[src/pkg/srp_regs.svh]
`ifndef SRP_REGS_SVH
`define SRP_REGS_SVH

// Frame layout: flag, address, data, most significant bit first.
`define SRP_FRAME_BITS 24
`define SRP_ADDR_BITS 7
`define SRP_DATA_BITS 16
`define SRP_FLAG_POS 23
`define SRP_ADDR_MSB 22
`define SRP_ADDR_LSB 16
`define SRP_FLAG_WRITE 1'h0
`define SRP_FLAG_READ 1'h1
`define SRP_CNT_W 5
`define SRP_CNT_RESET 5'h00
`define SRP_READ_START 5'h08
`define SRP_ADDR_END 5'h07
`define SRP_FRAME_END 5'h18
`define SRP_LAST_BIT 5'h17
// Host-side serial clock divider: half period in system clocks, less one.
`define SRP_SCK_HALF 3'h4
// Select-high gap between frames, in system clocks; srp_host does not read it and times its gap with SRP_SCK_HALF.
`define SRP_CS_GAP 3'h4

`endif

[src/pkg/srp_link_if.sv]
`timescale 1ns/100ps
`default_nettype none
interface srp_link_if;
  logic chip_select_n;
  logic serial_clock;
  logic serial_data_in;
  logic readback_output_pin;
  modport device (
    input chip_select_n,
    input serial_clock,
    input serial_data_in,
    output readback_output_pin
  );
  modport host (
    output chip_select_n,
    output serial_clock,
    output serial_data_in,
    input readback_output_pin
  );
endinterface
`default_nettype wire

[src/hw/srp_device.sv]
// Overview of operation
// - Host sends write flag as zero.
// - Device shifts data on rising serial clock.
// - Host holds select low whole frame.
// - Select high: clocks ignored, register unchanged.
// - Unaddressed devices keep select high.
// - Use mode zero; mode three adds gap.
// - Host sends read flag as one.
// - Readback pin low during address bits.
// - Readback bit launched after falling edge.
// - Data input ignored during readback data.
`timescale 1ns/100ps
`default_nettype none
`include "srp_regs.svh"
module srp_device (
  input wire logic clk_sys,
  input wire logic sys_rst,
  input wire logic clk_en,
  srp_link_if.device link,
  input wire logic [`SRP_DATA_BITS-1:0] read_data,
  output logic [`SRP_ADDR_BITS-1:0] reg_addr,
  output logic [`SRP_DATA_BITS-1:0] write_data,
  output logic write_strobe,
  output logic read_strobe
);
  logic [1:0] cs_sync;
  logic [1:0] sck_sync;
  logic [1:0] sdi_sync;
  logic sck_prev;
  logic cs_prev;
  logic [`SRP_FRAME_BITS-1:0] shift;
  logic [`SRP_CNT_W-1:0] count;
  logic [`SRP_DATA_BITS-1:0] read_shift;
  logic read_flag;
  logic reading;
  logic miso;
  logic sck_rise;
  logic sck_fall;
  logic selected;
  logic frame_end;
  logic addr_done;
  logic data_fall;
  logic first_data_fall;

  // Every pin passes two flip-flops before any logic reads it.
  // Select resets high so that no frame appears to start at reset.
  always_ff @(posedge clk_sys) begin
    if (sys_rst) begin
      cs_sync <= 2'h3;
    end else if (clk_en) begin
      cs_sync <= {cs_sync[0], link.chip_select_n};
    end
  end

  always_ff @(posedge clk_sys) begin
    if (sys_rst) begin
      sck_sync <= 2'h0;
    end else if (clk_en) begin
      sck_sync <= {sck_sync[0], link.serial_clock};
    end
  end

  always_ff @(posedge clk_sys) begin
    if (sys_rst) begin
      sdi_sync <= 2'h0;
    end else if (clk_en) begin
      sdi_sync <= {sdi_sync[0], link.serial_data_in};
    end
  end

  // Edge detectors start at the idle level of their pins, so reset makes no false edge.
  always_ff @(posedge clk_sys) begin
    if (sys_rst) begin
      sck_prev <= 1'h0;
      cs_prev <= 1'h1;
    end else if (clk_en) begin
      sck_prev <= sck_sync[1];
      cs_prev <= cs_sync[1];
    end
  end

  assign selected = !cs_sync[1];
  assign sck_rise = selected && sck_sync[1] && !sck_prev;
  assign sck_fall = selected && !sck_sync[1] && sck_prev;
  assign frame_end = cs_sync[1] && !cs_prev;
  assign reading = (count != `SRP_CNT_RESET) && (read_flag == `SRP_FLAG_READ);
  assign addr_done = sck_rise && reading && (count == `SRP_ADDR_END);
  assign data_fall = sck_fall && reading && (count >= `SRP_READ_START);
  assign first_data_fall = data_fall && (count == `SRP_READ_START);

  // The bit counter stops at a full frame, so extra clocks cannot wrap it.
  always_ff @(posedge clk_sys) begin
    if (sys_rst) begin
      count <= `SRP_CNT_RESET;
    end else if (clk_en) begin
      if (!selected) begin
        count <= `SRP_CNT_RESET;
      end else if (sck_rise && count != `SRP_FRAME_END) begin
        count <= count + 5'h01;
      end
    end
  end

  // The read flag is the first bit of every frame.
  always_ff @(posedge clk_sys) begin
    if (sys_rst) begin
      read_flag <= 1'h0;
    end else if (clk_en) begin
      if (!selected) begin
        read_flag <= 1'h0;
      end else if (sck_rise && count == `SRP_CNT_RESET) begin
        read_flag <= sdi_sync[1];
      end
    end
  end

  // The shift register moves only on rising edges while selected.
  always_ff @(posedge clk_sys) begin
    if (sys_rst) begin
      shift <= '0;
    end else if (clk_en && sck_rise) begin
      if (reading && count >= `SRP_READ_START) begin
        shift <= {shift[`SRP_FRAME_BITS-2:0], 1'h0};
      end else begin
        shift <= {shift[`SRP_FRAME_BITS-2:0], sdi_sync[1]};
      end
    end
  end

  // The address is complete at the eighth rising edge; read_data is taken at the next fall.
  always_ff @(posedge clk_sys) begin
    if (sys_rst) begin
      reg_addr <= '0;
    end else if (clk_en && sck_rise && count == `SRP_ADDR_END) begin
      reg_addr <= {shift[`SRP_ADDR_BITS-2:0], sdi_sync[1]};
    end
  end

  always_ff @(posedge clk_sys) begin
    if (sys_rst) begin
      read_strobe <= 1'h0;
    end else if (clk_en) begin
      read_strobe <= addr_done;
    end
  end

  always_ff @(posedge clk_sys) begin
    if (sys_rst) begin
      read_shift <= '0;
    end else if (clk_en) begin
      if (first_data_fall) begin
        read_shift <= {read_data[`SRP_DATA_BITS-2:0], 1'h0};
      end else if (data_fall) begin
        read_shift <= {read_shift[`SRP_DATA_BITS-2:0], 1'h0};
      end
    end
  end

  // Address bits drive zero; data bits change only after falling edges.
  always_ff @(posedge clk_sys) begin
    if (sys_rst) begin
      miso <= 1'h0;
    end else if (clk_en) begin
      if (!selected) begin
        miso <= 1'h0;
      end else if (first_data_fall) begin
        miso <= read_data[`SRP_DATA_BITS-1];
      end else if (data_fall) begin
        miso <= read_shift[`SRP_DATA_BITS-1];
      end else if (sck_fall) begin
        miso <= 1'h0;
      end
    end
  end

  // A short frame commits nothing; the counter is still full when select is seen high.
  always_ff @(posedge clk_sys) begin
    if (sys_rst) begin
      write_data <= '0;
      write_strobe <= 1'h0;
    end else if (clk_en) begin
      write_strobe <= 1'h0;
      if (frame_end && count == `SRP_FRAME_END && read_flag == `SRP_FLAG_WRITE) begin
        write_data <= shift[`SRP_DATA_BITS-1:0];
        write_strobe <= 1'h1;
      end
    end
  end

  always_ff @(posedge clk_sys) begin
    if (sys_rst) begin
      link.readback_output_pin <= 1'h0;
    end else if (clk_en) begin
      link.readback_output_pin <= miso;
    end
  end
endmodule
`default_nettype wire

[src/flat_wrapper.sv]
// flat-port wrapper written by rule: the top's interface ports become plain ports
module srp_device_flat 
  (clk_sys, sys_rst, clk_en, read_data, reg_addr, write_data, write_strobe, read_strobe, link_chip_select_n, link_serial_clock, link_serial_data_in, link_readback_output_pin);
  srp_link_if link_i ();
  input wire logic clk_sys;
  input wire logic sys_rst;
  input wire logic clk_en;
  input wire logic [`SRP_DATA_BITS-1:0] read_data;
  output logic [`SRP_ADDR_BITS-1:0] reg_addr;
  output logic [`SRP_DATA_BITS-1:0] write_data;
  output logic write_strobe;
  output logic read_strobe;
  input wire logic [$bits(link_i.chip_select_n)-1:0] link_chip_select_n;
  input wire logic [$bits(link_i.serial_clock)-1:0] link_serial_clock;
  input wire logic [$bits(link_i.serial_data_in)-1:0] link_serial_data_in;
  output wire logic [$bits(link_i.readback_output_pin)-1:0] link_readback_output_pin;
  assign link_i.chip_select_n = link_chip_select_n;
  assign link_i.serial_clock = link_serial_clock;
  assign link_i.serial_data_in = link_serial_data_in;
  assign link_readback_output_pin = link_i.readback_output_pin;
  srp_device u_core (.clk_sys(clk_sys), .sys_rst(sys_rst), .clk_en(clk_en), .link(link_i), .read_data(read_data), .reg_addr(reg_addr), .write_data(write_data), .write_strobe(write_strobe), .read_strobe(read_strobe));
endmodule
[config.mk]
export PLATFORM = sky130hd
export DESIGN_NAME = srp_device_flat
export DESIGN_NICKNAME = d
export VERILOG_FILES = /design/src/pkg/srp_link_if.sv /design/src/hw/srp_device.sv /design/src/flat_wrapper.sv
export VERILOG_INCLUDE_DIRS = /design/src /design/src/pkg
export SDC_FILE = /design/constraint.sdc
export NUM_CORES = 1
export LEC_CHECK = 0
export ABC_AREA = 1
export BUFFER_PORTS_ARGS = -buffer_cell sky130_fd_sc_hd__buf_2
export CORE_ASPECT_RATIO = 0.5
export CORE_MARGIN = 2
export CORE_UTILIZATION = 30
export CTS_BUF_LIST = sky130_fd_sc_hd__clkbuf_8 sky130_fd_sc_hd__clkbuf_16
export DETAILED_ROUTE_END_ITERATION = 7
export SLEW_MARGIN = 20
export SYNTH_ARGS = -nofsm -noshare
export SYNTH_HDL_FRONTEND = slang
export SYNTH_SLANG_ARGS = --single-unit
[constraint.sdc]
create_clock -name clk_sys -period 2.1 [get_ports clk_sys]
set_clock_uncertainty 0.2 [all_clocks]
set_input_delay 0.21 -clock clk_sys [delete_from_list [all_inputs] [get_ports clk_sys]]
set_output_delay 0.21 -clock clk_sys [all_outputs]
set_load 0.05 [all_outputs]
## Yosys cells after proc, flatten, opt, wreduce, memory -nomap -nowiden

Cells that the tools add are included.

- Input bits: 22
- Register bits after elaboration: 73
- Output and inout port bits: 26

- Bitwise operators: 1
- $add $sub $neg: 1
- Reductions and logical operators: 33
- Equality and inequality tests: 4
- Order comparisons: 1
- Muxes and demuxes: 12

Operator list:

| cell | count |
|---|---|
| 16-bit two-way mux | 2 |
| 1-bit logical AND | 18 |
| 5-bit two-way mux | 2 |
| 2-bit AND reduction | 5 |
| 1-bit two-way mux | 8 |
| 2-bit nonzero test | 3 |
| 5-bit by 1-bit adder with 5-bit output, second input constant | 1 |
| 5-bit by 3-bit == test with 1-bit output, second input constant | 1 |
| 5-bit by 4-bit == test with 1-bit output, second input constant | 1 |
| 5-bit == test, second input constant | 1 |
| 5-bit by 4-bit >= comparator with 1-bit output, second input constant | 1 |
| 5-bit logical NOT | 1 |
| 5-bit != test, second input constant | 1 |
| 5-bit nonzero test | 1 |
| 1-bit logical NOT | 4 |
| 4-bit nonzero test | 1 |
| 1-bit NOT | 1 |

## Logic depth before layout (Yosys ltp)

- Depth in word-level cells: 8
- Mapped depth: 11
- Depth with buffers taken out: 11

## Least setup slack after synthesis

No wires, ideal clock.

- Kind: register to register
- From: register u_core.count[0]
- To: register u_core.read_shift[3]
- Setup slack: 0.314 ns
- Cell stages (with the launch flop): 11
- Arrival: 1.477 ns
- Cells stage by stage: dfxtp_1 inv_1 ha_1 nand3_1 nor2_1 nand3_1 buf_2 nand2_1 nand3_1 nand2_1 inv_1

- Longest elaborated chain between the ends: 7
- Elaborated cells on any way between the ends: 10
- Those cells by class: order compare: 1; eq/ne: 1; mux: 1; reduce/logical: 7

RTL lines:

| what | line | source |
|---|---|---|
| start, declared | srp_device.sv:32 | `` logic [`SRP_CNT_W-1:0] count; `` |
| start signal, assigned | srp_device.sv:94 | `` count <= `SRP_CNT_RESET; `` |
| start signal, assigned | srp_device.sv:97 | `` count <= `SRP_CNT_RESET; `` |
| start signal, assigned | srp_device.sv:99 | `count <= count + 5'h01;` |
| branches (longest 7 deep; another with 5-bit by 4-bit >= comparator with 1-bit output) | - |  |
| end signal, assigned | srp_device.sv:152 | `` read_shift <= {read_data[`SRP_DATA_BITS-2:0], 1'h0}; `` |
| end signal, assigned | srp_device.sv:154 | `` read_shift <= {read_shift[`SRP_DATA_BITS-2:0], 1'h0}; `` |
| end, declared | srp_device.sv:33 | `` logic [`SRP_DATA_BITS-1:0] read_shift; `` |

Several ways; the timed one is not identified.
A chain may end at the register's enable or synchronous reset.

## Final worst setup path

- From: register u_core.count[3]
- To: register u_core.read_shift[4]

The elaborated chain is that of the path after synthesis.

==> results by group <==
Outcome
  – Run status: finished, final reports clean

Clock network
  – Htree depth: 3
  – Total CTS buffers: 9
  – CTS tree: done
  – Post-CTS Setup Bufs: 0
  – Clock sinks: 72
  – CTS max path bufs: 2
  – CTS clk-pin slew, worst paths: 0.06 ns
  – CTS Hold Bufs: 6
  – Cts repair resizes: 0
  – Clock latency on the worst-skew pair: 0.34 ns
  – CTS Root Cell: clkbuf_16

STA
  – Final worst slack: 0.2597 ns
  – Final hold violation count: 0
  – Hold_ws: 0.01870 ns
  – Final slew viol count: 0
  – Final Critical Period: 1.840 ns
  – RSZ-0062 raised after global routing: false
  – Fin Setup TNS: 0 ns
  – Crit share post-route: 87.63%
  – Slew @ Worst Pin: 0.4187 ns
  – FMAX: 0.5434 GHz
  – Final setup viols: 0
  – Rel. slew slack: 72.09%

Yosys
  – Syn Inst Count: 419
  – Syn_nets: 443
  – Synth cell types: 21
  – YS warnings: 0
  – Post-Syn Area: 2970 sq um
  – Synth Register Bits: 72
  – Mapped Avg Cell Area: 7.089 sq um
  – Synth async-reset ratio: 0%
  – EDFF count, synth: 0
  – Top FF cell, synth: dfxtp_1
  – Post-synthesis sequential area ratio: 48.53%

Worst setup path
  – Req. time, crit path: 2.14 ns
  – Worst Path Arrival: 1.88 ns
  – Biggest fanout along the worst timing path: 15
  – Critical Path Source Type: flip-flop
  – CP Capture Type: flip-flop
  – Crit path kind: reg2reg

Layout
  – N_diodes: 0
  – Final core occ: 39.42%
  – Layout area overhead: 26.62%
  – Nets: 499
  – Most common cell after layout, fill and taps aside: nor2_1
  – Filler Cell Count: 1035
  – Most frequent cells in the layout: nor2_1 (123), dfxtp_1 (72), nand2_1 (62), buf_2 (47), o21ai_0 (46)
  – Fraction of layout cells with a size suffix above 1: 17.08%

Detailed routing
  – DRT antenna net count: 0
  – Iter 0 DRT Violations: 153
  – Routed WL per cell: 10.96 um
  – Remaining DRCs: 0
  – DRT Pass-1 Iters: 4
  – Final wirelength: 6740 um
  – DR vias: 2740
  – Post-DR vias/cell: 4.455

Placed design
  – DP HPWL: 4583 um
  – GP Congestion: 0.8135
  – Port Buffer Count: 47
  – Pre-CTS WS: 0.2701 ns

Power and ir drop
  – Pwr Density: 844.4 nW/um^2
  – Leak: 0.001621 uW
  – Peak supply drop: 387.4 uV
  – Pwr Total: 3176 uW

Floorplan
  – # rows: 25
  – Core area: 9540 sq um
  – Die Y: 74.36 um
  – Io pins: 48
  – Die area: 10760 sq um
  – Die width: 144.7 um
  – Initial core utilization: 31.13%

Worst hold path
  – Hold Crit Class: in2reg

Global routing
  – Largest net degree at the start of global routing: 30
  – First-pass GRT wire length: 11650 um
  – GRT Total Usage: 13.82%
  – Grt total ovfl: 0
  – Vias in the first global route: 2474
  – Antenna violations before repair: 0

Job
  – Max-Cap Viols: 0
[cell usage after synthesis, types with 2 or more instances]
| library cell | count | area, sq um |
|---|---|---|
| a21oi_1 | 14 | 70.07 |
| clkbuf_1 | 14 | 52.55 |
| nand4_1 | 16 | 100.1 |
| inv_2 | 2 | 7.510 |
| dfxtp_1 | 72 | 1441 |
| nor2_1 | 123 | 461.7 |
| inv_1 | 29 | 108.9 |
| ha_1 | 2 | 25.02 |
| nand3_1 | 23 | 115.1 |
| buf_4 | 2 | 15.01 |
| o21ai_0 | 46 | 230.2 |
| nor3_4 | 2 | 32.53 |
| buf_2 | 3 | 15.01 |
| nor3_1 | 3 | 15.01 |
| nand2_1 | 62 | 232.7 |
[sequential cells by signal, summed over array words and instances (netlist names), 2 cells and up]
name               cells
u_core.count           5
u_core.cs_sync         2
u_core.read_shift     15
u_core.reg_addr        7
u_core.sck_sync        2
u_core.sdi_sync        2
u_core.shift          16
u_core.write_data     16
[cell families after synthesis]
group / share of synthesized area [%]
AND/OR/NAND/NOR: 32.77
flip-flops: 48.53
AO/OA/AOI/OAI: 10.66
buffers and inverters: 7.203
adder cells (fa/ha/maj): 0.8423
[critical path: stages (launching register included)]
cell,delay [ns]
dfxtp_1,0.43
inv_1,0.09
nand2_1,0.10
nand2_1,0.14
nand2_1,0.23
nand3_1,0.11
buf_4,0.21
nand2_1,0.08
nand3_1,0.06
nand2_1,0.06
inv_1,0.03
[metal layers]
| layer | vias to the layer above | share of wire, % | wire length [um] | track usage (%) |
|---|---|---|---|---|
| met2 | 50 | 41 | 2745 | 20.75 |
| met4 | 0 | 0.88 | 59 | 3.883 |
| met1 | 1224 | 53 | 3585 | 18.47 |
| met3 | 6 | 5.2 | 349 | 5.666 |
| met5 | - | 0 | 0 | 0 |
| li1 | 1460 | - | - | - |
[path summary, 6_finish.rpt]
| kind | startpoint | endpoint | slack [ns] | cells past startpoint |
|---|---|---|---|---|
| setup reg to reg | u_core.count[3] | u_core.read_shift[4] | 0.26 | 10 |
| hold / removal | read_data[10] | u_core.read_shift[11] | 0.02 | 5 |
| hold reg to reg | u_core.cs_prev | u_core.cs_prev | 0.26 | 2 |
| setup / recovery | u_core.count[3] | u_core.read_shift[4] | 0.26 | 10 |
[area by class of cell]
class                   instances  area, sq um  share of cell area, %
well taps                     135        168.9                  4.491
flip-flops and latches         72         1441                  38.32
multi-input cells             295         1315                  34.96
repair buffers                 66        392.9                  10.45
clock inverters                 7        101.3                  2.695
inverters                      31        116.4                  3.094
clock buffers                   9        225.2                  5.988
[report_power, final]
group | internal [uW] | switching, uW | total (uW)
clock | 1050 | 607 | 1660
sequential | 1380 | 14.6 | 1400
combinational | 49.5 | 74.3 | 124
total | 2480 | 696 | 3180
[stage by stage]
stage | std cells | cell area (sq um)
after floorplan | 419 | 2970
after global placement | 593 | 3374
after detailed placement | 593 | 3374
after CTS | 615 | 3761
after global routing | 615 | 3761
final | 615 | 3761
Power figures use the tool's default switching activity.
